===== config.mk =====
export PLATFORM = sky130hd
export DESIGN_NAME = mrb_top
export DESIGN_NICKNAME = d
export VERILOG_FILES = /design/src/mrb_pkg.sv /design/src/mrb_burst_if.sv /design/src/mrb_col_gen.sv /design/src/mrb_mode_decode.sv /design/src/mrb_top.sv
export SDC_FILE = /design/constraint.sdc
export NUM_CORES = 1
export LEC_CHECK = 0
export BUFFER_PORTS_ARGS = -buffer_cell sky130_fd_sc_hd__buf_2
export CAP_MARGIN = 20
export CORE_MARGIN = 2
export CORE_UTILIZATION = 47
export DETAILED_ROUTE_END_ITERATION = 8
export PLACE_DENSITY = 0.78
export SYNTH_ARGS = -nofsm -noshare
export SYNTH_HDL_FRONTEND = slang
export SYNTH_SLANG_ARGS = --single-unit

===== constraint.sdc =====
create_clock -name i_clk -period 1.7 [get_ports i_clk]
set_input_delay 0.17 -clock i_clk [delete_from_list [all_inputs] [get_ports i_clk]]
set_output_delay 0.17 -clock i_clk [all_outputs]
set_load 0.02 [all_outputs]

===== src/mrb_pkg.sv =====
// package: mode register fields, command codes and burst sequencing constants
// Operation
// - mode register loads on command with cs, ras, cas, we, bank bits all low
// - test bit low for normal use; dll reset bit high requests reset
// - only lengths four and eight, codes 010 and 011 supported
// - order select bit low gives sequential, high gives interleaved
// - sequential eight-beat bursts wrap inside nibble, then other nibble same pattern
// - sequential start five gives 5,6,7,4,1,2,3,0; start three 3,0,1,2,7,4,5,6
// - interleaved column equals start low bits xor beat number
// - back-to-back reads or writes flow without gaps
// - no burst stop command exists or is supported
// - recovery cycles plus precharge time give auto-precharge write delay
// - exit select low uses fast exit, high uses slow exit
// - latency codes 011..110 mean 3..6, others reserved
// - address line 13 exists only for byte-wide part and is zero
package mrb_pkg;
  localparam int          ADDR_W       = 14;
  localparam int          BL_LSB       = 0;
  localparam int          BT_BIT       = 3;
  localparam int          CL_LSB       = 4;
  localparam int          TM_BIT       = 7;
  localparam int          DLL_BIT      = 8;
  localparam int          WR_LSB       = 9;
  localparam int          PD_BIT       = 12;
  localparam int          A13_BIT      = 13;
  localparam logic [2:0]  BL_CODE_4    = 3'h2;
  localparam logic [2:0]  BL_CODE_8    = 3'h3;
  localparam logic [2:0]  CL_CODE_MIN  = 3'h3;
  localparam logic [2:0]  CL_CODE_MAX  = 3'h6;
  localparam logic [2:0]  WR_CODE_MIN  = 3'h1;
  localparam logic [2:0]  WR_CODE_MAX  = 3'h5;
  localparam logic [13:0] MR_RESET     = 14'h0000;
  localparam logic [3:0]  TRP_CYC      = 4'h3;
  localparam logic [3:0]  TMRD_CYC     = 4'h2;
  // command encoding {cs_n, ras_n, cas_n, we_n}
  localparam logic [3:0]  CMD_MRS      = 4'h0;
  localparam logic [3:0]  CMD_RD       = 4'h5;
  localparam logic [3:0]  CMD_WR       = 4'h4;
  localparam logic [3:0]  CMD_BST      = 4'h6;
  typedef enum logic [1:0] {
    MRB_IDLE  = 2'b00,
    MRB_READ  = 2'b01,
    MRB_WRITE = 2'b11
  } mrb_state_t;
endpackage


===== src/mrb_burst_if.sv =====
// interface: start column and mode between burst engine and column generator
interface mrb_burst_if;
  import mrb_pkg::*;
  logic [2:0] start_col;
  logic       long_burst;
  logic       interleave;
  logic [2:0] beat;
  logic [2:0] col;
  modport ctl (output start_col, output long_burst, output interleave, output beat,
               input col);
  modport gen (input start_col, input long_burst, input interleave, input beat,
               output col);
endinterface


===== src/mrb_col_gen.sv =====
// column generator: low column bits for one burst beat
module mrb_col_gen
  import mrb_pkg::*;
(
  mrb_burst_if.gen bif
);
  wire [2:0] seq_col;
  wire [2:0] ilv_col;
  wire [1:0] nib_low;
  wire       nib_hi;
  // sequential wraps in nibble; upper nibble toggles after four beats
  assign nib_low = 2'(bif.start_col[1:0] + bif.beat[1:0]);
  assign nib_hi  = bif.long_burst ? (bif.start_col[2] ^ bif.beat[2])
                                  : bif.start_col[2];
  assign seq_col = {nib_hi, nib_low};
  assign ilv_col = bif.long_burst ? (bif.start_col ^ bif.beat)
                                  : {bif.start_col[2], bif.start_col[1:0] ^ bif.beat[1:0]};
  assign bif.col = bif.interleave ? ilv_col : seq_col;
endmodule


===== src/mrb_mode_decode.sv =====
// mode register field decoder with reserved code checks
module mrb_mode_decode
  import mrb_pkg::*;
(
  input  wire logic [13:0] i_mode,
  input  wire logic        i_byte_wide,
  output logic             o_len8,
  output logic             o_len_ok,
  output logic [2:0]       o_cas_lat,
  output logic             o_cas_ok,
  output logic [3:0]       o_wr_cyc,
  output logic             o_wr_ok,
  output logic             o_mode_ok
);
  wire [2:0] bl_code;
  wire [2:0] cl_code;
  wire [2:0] wr_code;
  assign bl_code   = i_mode[BL_LSB+:3];
  assign cl_code   = i_mode[CL_LSB+:3];
  assign wr_code   = i_mode[WR_LSB+:3];
  assign o_len8    = (bl_code == BL_CODE_8);
  assign o_len_ok  = (bl_code == BL_CODE_4) || (bl_code == BL_CODE_8);
  assign o_cas_lat = cl_code;
  assign o_cas_ok  = (cl_code >= CL_CODE_MIN) && (cl_code <= CL_CODE_MAX);
  assign o_wr_cyc  = 4'({1'b0, wr_code} + 4'h1);
  assign o_wr_ok   = (wr_code >= WR_CODE_MIN) && (wr_code <= WR_CODE_MAX);
  // test bit, and the unused top bit on a byte-wide part, must be clear for a usable setting
  assign o_mode_ok = o_len_ok && o_cas_ok && o_wr_ok && !i_mode[TM_BIT]
                     && !(i_byte_wide && i_mode[A13_BIT]);
endmodule


===== src/mrb_top.sv =====
// mode register capture and burst column sequencer
module mrb_top
  import mrb_pkg::*;
(
  input  wire logic        i_clk,
  input  wire logic        i_rstn,
  input  wire logic        i_cs_n,
  input  wire logic        i_ras_n,
  input  wire logic        i_cas_n,
  input  wire logic        i_we_n,
  input  wire logic [1:0]  i_ba,
  input  wire logic [13:0] i_addr,
  input  wire logic        i_byte_wide,
  output logic [13:0]      o_base_mode_register,
  output logic             o_burst_order_select,
  output logic             o_burst_len8,
  output logic [2:0]       o_cas_latency,
  output logic             o_test_mode_bit,
  output logic             o_dll_reset_pulse,
  output logic [3:0]       o_wr_recovery_cyc,
  output logic [4:0]       o_ap_write_delay,
  output logic             o_power_down_exit_select,
  output logic             o_mode_valid,
  output logic             o_burst_active,
  output logic             o_burst_write,
  output logic [2:0]       o_burst_col,
  output logic             o_burst_last,
  output logic             o_cmd_error
);
  mrb_burst_if bif ();
  mrb_state_t  state_reg, state_next;
  logic [13:0] mode_reg;
  logic [2:0]  start_reg, beat_reg, beat_next;
  logic        dll_reg, err_reg, valid_reg;
  logic [2:0]  col_reg;
  logic        last_reg;
  logic [3:0]  mrd_cnt_reg;
  wire         len8, len_ok, cas_ok, wr_ok, mode_ok;
  wire [2:0]   cas_lat;
  wire [3:0]   wr_cyc;
  wire [3:0]   cmd;
  wire         is_mrs, is_rd, is_wr, is_bst;
  wire         in_burst, at_last, new_burst, bad_interrupt;
  wire         accept;
  wire [2:0]   beat_end;

  mrb_mode_decode u_dec (
    .i_mode      (mode_reg),
    .i_byte_wide (i_byte_wide),
    .o_len8      (len8),
    .o_len_ok    (len_ok),
    .o_cas_lat   (cas_lat),
    .o_cas_ok    (cas_ok),
    .o_wr_cyc    (wr_cyc),
    .o_wr_ok     (wr_ok),
    .o_mode_ok   (mode_ok)
  );

  mrb_col_gen u_col (
    .bif (bif.gen)
  );

  // command decode from the control pins
  assign cmd      = {i_cs_n, i_ras_n, i_cas_n, i_we_n};
  assign is_mrs   = (cmd == CMD_MRS) && (i_ba == 2'h0);
  assign is_rd    = (cmd == CMD_RD);
  assign is_wr    = (cmd == CMD_WR);
  assign is_bst   = (cmd == CMD_BST);
  assign in_burst = (state_reg != MRB_IDLE);
  assign beat_end = len8 ? 3'h7 : 3'h3;
  assign at_last  = in_burst && (beat_reg == beat_end);
  // a new burst may start on the last beat, giving gapless streams
  assign new_burst = (is_rd || is_wr) && (!in_burst || at_last || len8);
  // illegal: interrupting length four, mixing kinds, a stop command, or a mode set during a burst
  assign bad_interrupt = (in_burst && !at_last && (is_rd || is_wr)
                          && (!len8 || (is_rd != (state_reg == MRB_READ))))
                         || is_bst || (is_mrs && in_burst);
  // a refused cross-kind interrupt must not disturb the running burst
  assign accept = new_burst
                  && !(in_burst && !at_last && (is_rd != (state_reg == MRB_READ)));

  // feed the column generator
  assign bif.start_col  = start_reg;
  assign bif.long_burst = len8;
  assign bif.interleave = mode_reg[BT_BIT];
  assign bif.beat       = beat_reg;

  // burst state and beat counter
  always_comb begin
    state_next = state_reg;
    beat_next  = beat_reg;
    case (state_reg)
      MRB_IDLE: begin
        beat_next = 3'h0;
      end
      default: begin
        beat_next = 3'(beat_reg + 3'h1);
        if (at_last) begin
          state_next = MRB_IDLE;
          beat_next  = 3'h0;
        end
      end
    endcase
    // same-kind interrupt in length eight restarts the count
    if (accept) begin
      state_next = is_wr ? MRB_WRITE : MRB_READ;
      beat_next  = 3'h0;
    end
  end

  // mode register load; holds contents until the next set command outside a burst
  always_ff @(posedge i_clk) begin
    if (!i_rstn) begin
      mode_reg <= MR_RESET;
      dll_reg  <= 1'b0;
    end else begin
      dll_reg <= 1'b0;
      if (is_mrs && !in_burst) begin
        mode_reg <= i_addr;
        dll_reg  <= i_addr[DLL_BIT];
      end
    end
  end

  // set-cycle guard: commands inside the window are flagged
  always_ff @(posedge i_clk) begin
    if (!i_rstn) begin
      mrd_cnt_reg <= 4'h0;
    end else if (is_mrs && !in_burst) begin
      mrd_cnt_reg <= TMRD_CYC - 4'h1;
    end else if (mrd_cnt_reg != 4'h0) begin
      mrd_cnt_reg <= mrd_cnt_reg - 4'h1;
    end
  end

  // burst sequencer registers
  always_ff @(posedge i_clk) begin
    if (!i_rstn) begin
      state_reg <= MRB_IDLE;
      beat_reg  <= 3'h0;
      start_reg <= 3'h0;
    end else begin
      state_reg <= state_next;
      beat_reg  <= beat_next;
      if (accept) begin
        start_reg <= i_addr[2:0];
      end
    end
  end

  // registered outputs; column and last flag show the beat of the previous cycle
  always_ff @(posedge i_clk) begin
    if (!i_rstn) begin
      col_reg   <= 3'h0;
      last_reg  <= 1'b0;
      err_reg   <= 1'b0;
      valid_reg <= 1'b0;
    end else begin
      col_reg   <= bif.col;
      last_reg  <= at_last;
      // error flag is a pulse; no clear needed
      err_reg   <= bad_interrupt || ((is_rd || is_wr || is_mrs) && mrd_cnt_reg != 4'h0);
      valid_reg <= mode_ok;
    end
  end

  assign o_base_mode_register     = mode_reg;
  assign o_burst_order_select     = mode_reg[BT_BIT];
  assign o_burst_len8             = len8;
  assign o_cas_latency            = cas_lat;
  assign o_test_mode_bit          = mode_reg[TM_BIT];
  assign o_dll_reset_pulse        = dll_reg;
  assign o_wr_recovery_cyc        = wr_cyc;
  // auto-precharge delay: recovery plus precharge time
  assign o_ap_write_delay         = 5'({1'b0, wr_cyc} + {1'b0, TRP_CYC});
  assign o_power_down_exit_select = mode_reg[PD_BIT];
  assign o_mode_valid             = valid_reg;
  assign o_burst_active           = in_burst;
  assign o_burst_write            = (state_reg == MRB_WRITE);
  assign o_burst_col              = col_reg;
  assign o_burst_last             = last_reg;
  assign o_cmd_error              = err_reg;
endmodule


== After elaboration in Yosys (flattened, before gate mapping) ==
Cells that the tools add are included.
Cells by class
  equal/unequal tests: 10
  add/sub/neg operators: 5
  multiplexer cells: 10
  $lt $le $gt $ge: 4
  reductions and logical operators: 44
  bitwise gates (word level): 4
Operators by type and width (number)
  $logic_and 1x1->1: 18
  $eq 4x3->1 const B: 3
  $logic_or 1x1->1: 9
  $mux 3: 3
  $mux 2: 4
  $eq 3x2->1 const B: 2
  $le 3x3->1 const B: 2
  $logic_not 1->1: 6
  $reduce_bool 2->1: 3
  $add 4x2->5 const B: 1
  $add 3x1->4 const B: 1
  $logic_not 2->1: 2
  $logic_not 4->1: 1
  $reduce_and 2->1: 2
  $reduce_bool 4->1: 1
  $reduce_or 4->1: 1
  $sub 4x1->4 const B: 1
  $add 3x1->3 const B: 1
  $eq 3x3->1: 1
  $ge 3x1->1 const B: 1
  $ge 3x2->1 const B: 1
  $mux 1: 3
  $xor 3x3->3: 1
  $add 2x2->2: 1
  8 further kinds: 8
Storage, ports and cells
  output and inout port bits: 39
  bits of input ports: 23
  register bits after elaboration: 33
  word-level logic and storage cells: 88

== Longest topological paths before layout ==
  word-level depth: 11
  gate-level depth with buffers: 6
  mapped depth without buffers: 5

== By module ==
From an unflattened synthesis, not the netlist that was laid out.
Unflattened totals
  cells, all modules: 157
  area, all modules: 1535.2 um2
Modules (own cells, without submodules)
  mrb_top: area each 1362.6 um2, sequential area each 660.6 um2, times used 1, cells an instance 133
  mrb_mode_decode: area each 123.9 um2, sequential area each 0.0 um2, times used 1, cells an instance 18
  mrb_col_gen: area each 48.8 um2, sequential area each 0.0 um2, times used 1, cells an instance 6

== Least setup slack after synthesis ==
OpenSTA, ideal clock, no wires.
  kind: register to register
  from: register mode_reg[1], in the netlist o_base_mode_register[1]
  to: register state_reg[0]
  stages on the path, launching flop included: 6
  data arrival time: 1.498 ns
  path buffers: 1
  path slack: 0.087 ns
  cell sequence: dfxtp_1 and3b_1 buf_6 mux2i_4 a31oi_4 o21a_1
On the way
  word-level cells in the longest chain between the ends: 11
  elaborated cells between the ends (all ways): 16
  classes of those cells: eq/ne (3); mux (2); reduce/logical (11)
RTL lines
  from (decl): line mrb_top.sv:32  | logic [13:0] mode_reg;
  from (signal assigned): line mrb_top.sv:119  | mode_reg <= i_addr;
  $eq 3x2->1 (*): line mrb_mode_decode.sv:21  | assign o_len8 = (bl_code == BL_CODE_8);
  named net o_burst_len8: line mrb_top.sv:16  | output logic o_burst_len8,
  $mux 3: line mrb_top.sv:70  | assign beat_end = len8 ? 3'h7 : 3'h3;
  $eq 3x3->1: line mrb_top.sv:71  | assign at_last = in_burst && (beat_reg == beat_end);
  $logic_and 1x1->1: line mrb_top.sv:71
  $logic_not 1->1: line mrb_top.sv:80  | && !(in_burst && !at_last && (is_rd != (state_reg == MRB_READ)));
  $logic_and 1x1->1 (2 in a row): line mrb_top.sv:80
  $logic_not 1->1: line mrb_top.sv:80
  $logic_and 1x1->1: line mrb_top.sv:80
  $ne 2x2->1 (no line) or $reduce_bool 2->1 (tied branches)
  $reduce_and 2->1 (no line)
  to (signal assigned): line mrb_top.sv:143  | state_reg <= state_next;
  to (decl): line mrb_top.sv:31  | mrb_state_t state_reg, state_next;
The timed path passes the listed nets; every way through them passes the cells marked *.
A chain may end at the register's enable or synchronous reset.

== Worst setup path after layout ==
  from: register mode_reg[10], in the netlist o_base_mode_register[10]
  to: output port o_ap_write_delay[3]
On the way
  word-level cells in the longest chain between the ends: 2
RTL lines
  $add 3x1->4: line mrb_mode_decode.sv:25  | assign o_wr_cyc = 4'({1'b0, wr_code} + 4'h1);
  $add 4x2->5: line mrb_top.sv:175  | assign o_ap_write_delay = 5'({1'b0, wr_cyc} + {1'b0, TRP_CYC});
  to (decl): line mrb_top.sv:21  | output logic [4:0] o_ap_write_delay,
No other way between the ends.

==> flow_summary.toml <==
[run_status]
outcome = "complete, but fails checks"
violations = "negative setup slack"

[yosys]
async_flop_share = 0
syn_inst = 151
ys_seq_elements = 33
synth_edf_count = 0
ys_types = 41
synth_ff_type = "dfxtp_1"
ys_warn_count = 0
yosys.area_share.adder = 0.0483
synth_xor_xnor_area_share = 0.0507
synth_compound_gate_area_share = 0.158
synth.yosys.seq_area_share = 0.425
netlist_area_um2 = 1550
synthesis.nets = 180
synthMuxAreaShare = 0.0403
syn_avg_cell_area_um2 = 10.3
synthSimpleGateAreaFrac = 0.193
synth_top_family_by_area = "simple AND/OR/NAND/NOR gates"

[sta]
slew_violations = 0
setup_ws_ps = -25.3
period_share = 1.01
worstMarginPinSlew_ps = 351
fmax_mhz = 580
hold_slack_ps = 24.1
hold_viol_final = 0
finClkSkew_ps = 7.30
finalCriticalPeriod_ps = 1730
finalSetupViolations = 1
finalSetupTns_ps = -25.3
rsz0062_at_grt = "true"
slew_headroom = 0.766

[place]
place_area_um2 = 1870
place_inst = 248
port_buffers = 61
gp_congestion = 0.834
hpwl_mm = 2.71

[clock_tree]
clock-sinks = 33
cts.path.max_buffers = 2
cts_tree = "built"
cts-htree-levels = 2
clkLatencyLatePin_ps = 330
clk_pin_slew_ps = 90
cts_buffers = 5
cts_root_buf = "clkbuf_4"

[worst_hold_path]
min_path_type = "primary input to flop"

[route]
drt_iter0_drc = 34
wl_per_cell_um = 13.7
via_per_inst = 5.09
dr.pass1.iters = 4
drtAntennaViolNets = 0
drcViolationCount = 0
finalWirelength_mm = 3.54
num_vias = 1313

[finish]
syn_to_final_growth_pct = 28.1
largest_register_ffs = 14
fillCellCount = 279
layout.cells.non_filler = 258
design_area_um2 = 1990
drive_gt1_frac = 0.495
utilization = 0.642
nets = 243
final_common_cell = "buf_2"
layout_common_cells = "buf_2, dfxtp_1, nand2_1"
n_antenna_cell = 0

[global_routing]
grt_max_degree = 18
antenna_found_initial = 0
grt.total_usage = 0.196
grt_pass1_vias = 1250
grt-ovfl-total = 0
grt_pass1_wl_mm = 5.26

[worst_setup_path]
cp_max_fo = 4
cp.arrival_ps = 1560
critPathKind = "flop to output port"
critPathLaunchType = "flop"
endpoint_kind = "output port"
crit_required_ps = 1530

[floorplan]
dieArea_um2 = 3780
initial_core_util = 0.501
coreArea_um2 = 3100
io-pin-count = 62
die_w_um = 61.5
die_h_um = 61.5
core.rowCount = 20

[power_and_ir_drop]
vdd_ir_drop_max_mv = 0.498
p_leak_nw = 0.984
power_density_nw_per_um2 = 819

[flow_run]
cap_viol_max_count = 0
==> critical path, cell delays in order, from the launching register on <==
cell     delay, ps
dfxtp_4        400
inv_4           60
ha_4           270
inv_2           40
o21ai_2        150
xnor2_2        150
buf_6          150
==> metrics by stage <==
step,power (mW),worst slack (ps)
CTS,1.65,2.35
global route,1.73,-86.7
detailed placement,1.21,65.4
global placement,1.19,184
finish,1.63,-25.3
floorplan,1.12,56.4
==> layout make-up <==
| type | count | area, µm² | share of cell area |
|---|---|---|---|
| Multi-Input combinational cell | 98 | 815 | 0.409 |
| Sequential cell | 33 | 669 | 0.336 |
| Timing Repair Buffer | 68 | 364 | 0.183 |
| Clock buffer | 7 | 55.1 | 0.0277 |
| Tap cell | 44 | 55.1 | 0.0277 |
| Inverter | 8 | 32.5 | 0.0163 |
==> final timing paths <==
kind / startpoint / to / slack (ps) / cells after the start
worst max-delay path: o_base_mode_register[10] / o_ap_write_delay[3] / -30 / 6
worst min-delay path: i_byte_wide / o_mode_valid / 20 / 2
worst max register to register: o_base_mode_register[1] / bif.start_col[0] / 110 / 4
worst min register to register: beat_reg[0] / beat_reg[0] / 450 / 1
==> report_power, final <==
group,internal (mW),switching (mW),total [mW],leakage [nW]
Combinational,0.151,0.178,0.329,0.683
Clock,0.195,0.247,0.442,0.0314
Sequential,0.822,0.0382,0.860,0.270
==> kinds of logic after synthesis <==
| family | count (synthesis) |
|---|---|
| adders and majority gates | 6 |
| buffers and inverters | 20 |
| and+or+nand+nor | 50 |
| xor gates and xnor gates | 9 |
| muxes | 5 |
| DFF | 33 |
| AOI/OAI and AO/OA | 28 |
==> what timing repair did <==
item | CTS | global route
setup buffers | 1 | 2
setup endpoints to repair | 1 | 5
hold buffers | 0 | 0
pin swaps | 2 | 4
gates resized for setup | 9 | 6
==> synth_stat cells (2+ instances only) <==
| cell | number | area share |
|---|---|---|
| nor2b_1 | 4 | 0.016 |
| ha_1 | 6 | 0.048 |
| dfxtp_1 | 33 | 0.43 |
| buf_6 | 2 | 0.014 |
| mux2i_1 | 4 | 0.026 |
| a22o_2 | 10 | 0.064 |
| nand3b_1 | 2 | 0.0097 |
| a22o_1 | 4 | 0.023 |
| nand3_1 | 2 | 0.0064 |
| o2111ai_1 | 2 | 0.011 |
| buf_4 | 8 | 0.039 |
| xor2_1 | 5 | 0.028 |
| nor3_1 | 4 | 0.013 |
| nand4b_1 | 2 | 0.011 |
| xnor2_1 | 4 | 0.023 |
| o21ai_0 | 2 | 0.0064 |
| nor2_1 | 8 | 0.019 |
| inv_1 | 8 | 0.019 |
| and2_1 | 4 | 0.016 |
| a21oi_1 | 4 | 0.013 |
| nand2_1 | 13 | 0.031 |
==> routing by layer <==
layer  global-route usage  up-vias  share of wire
met5                    0        -              0
met4               0.0821        0         0.0088
met3               0.0777        5          0.077
met2                0.370       47           0.53
met1                0.184      612           0.38
li1                     -      649              -
Note: power is estimated with default switching activity, not from simulation.
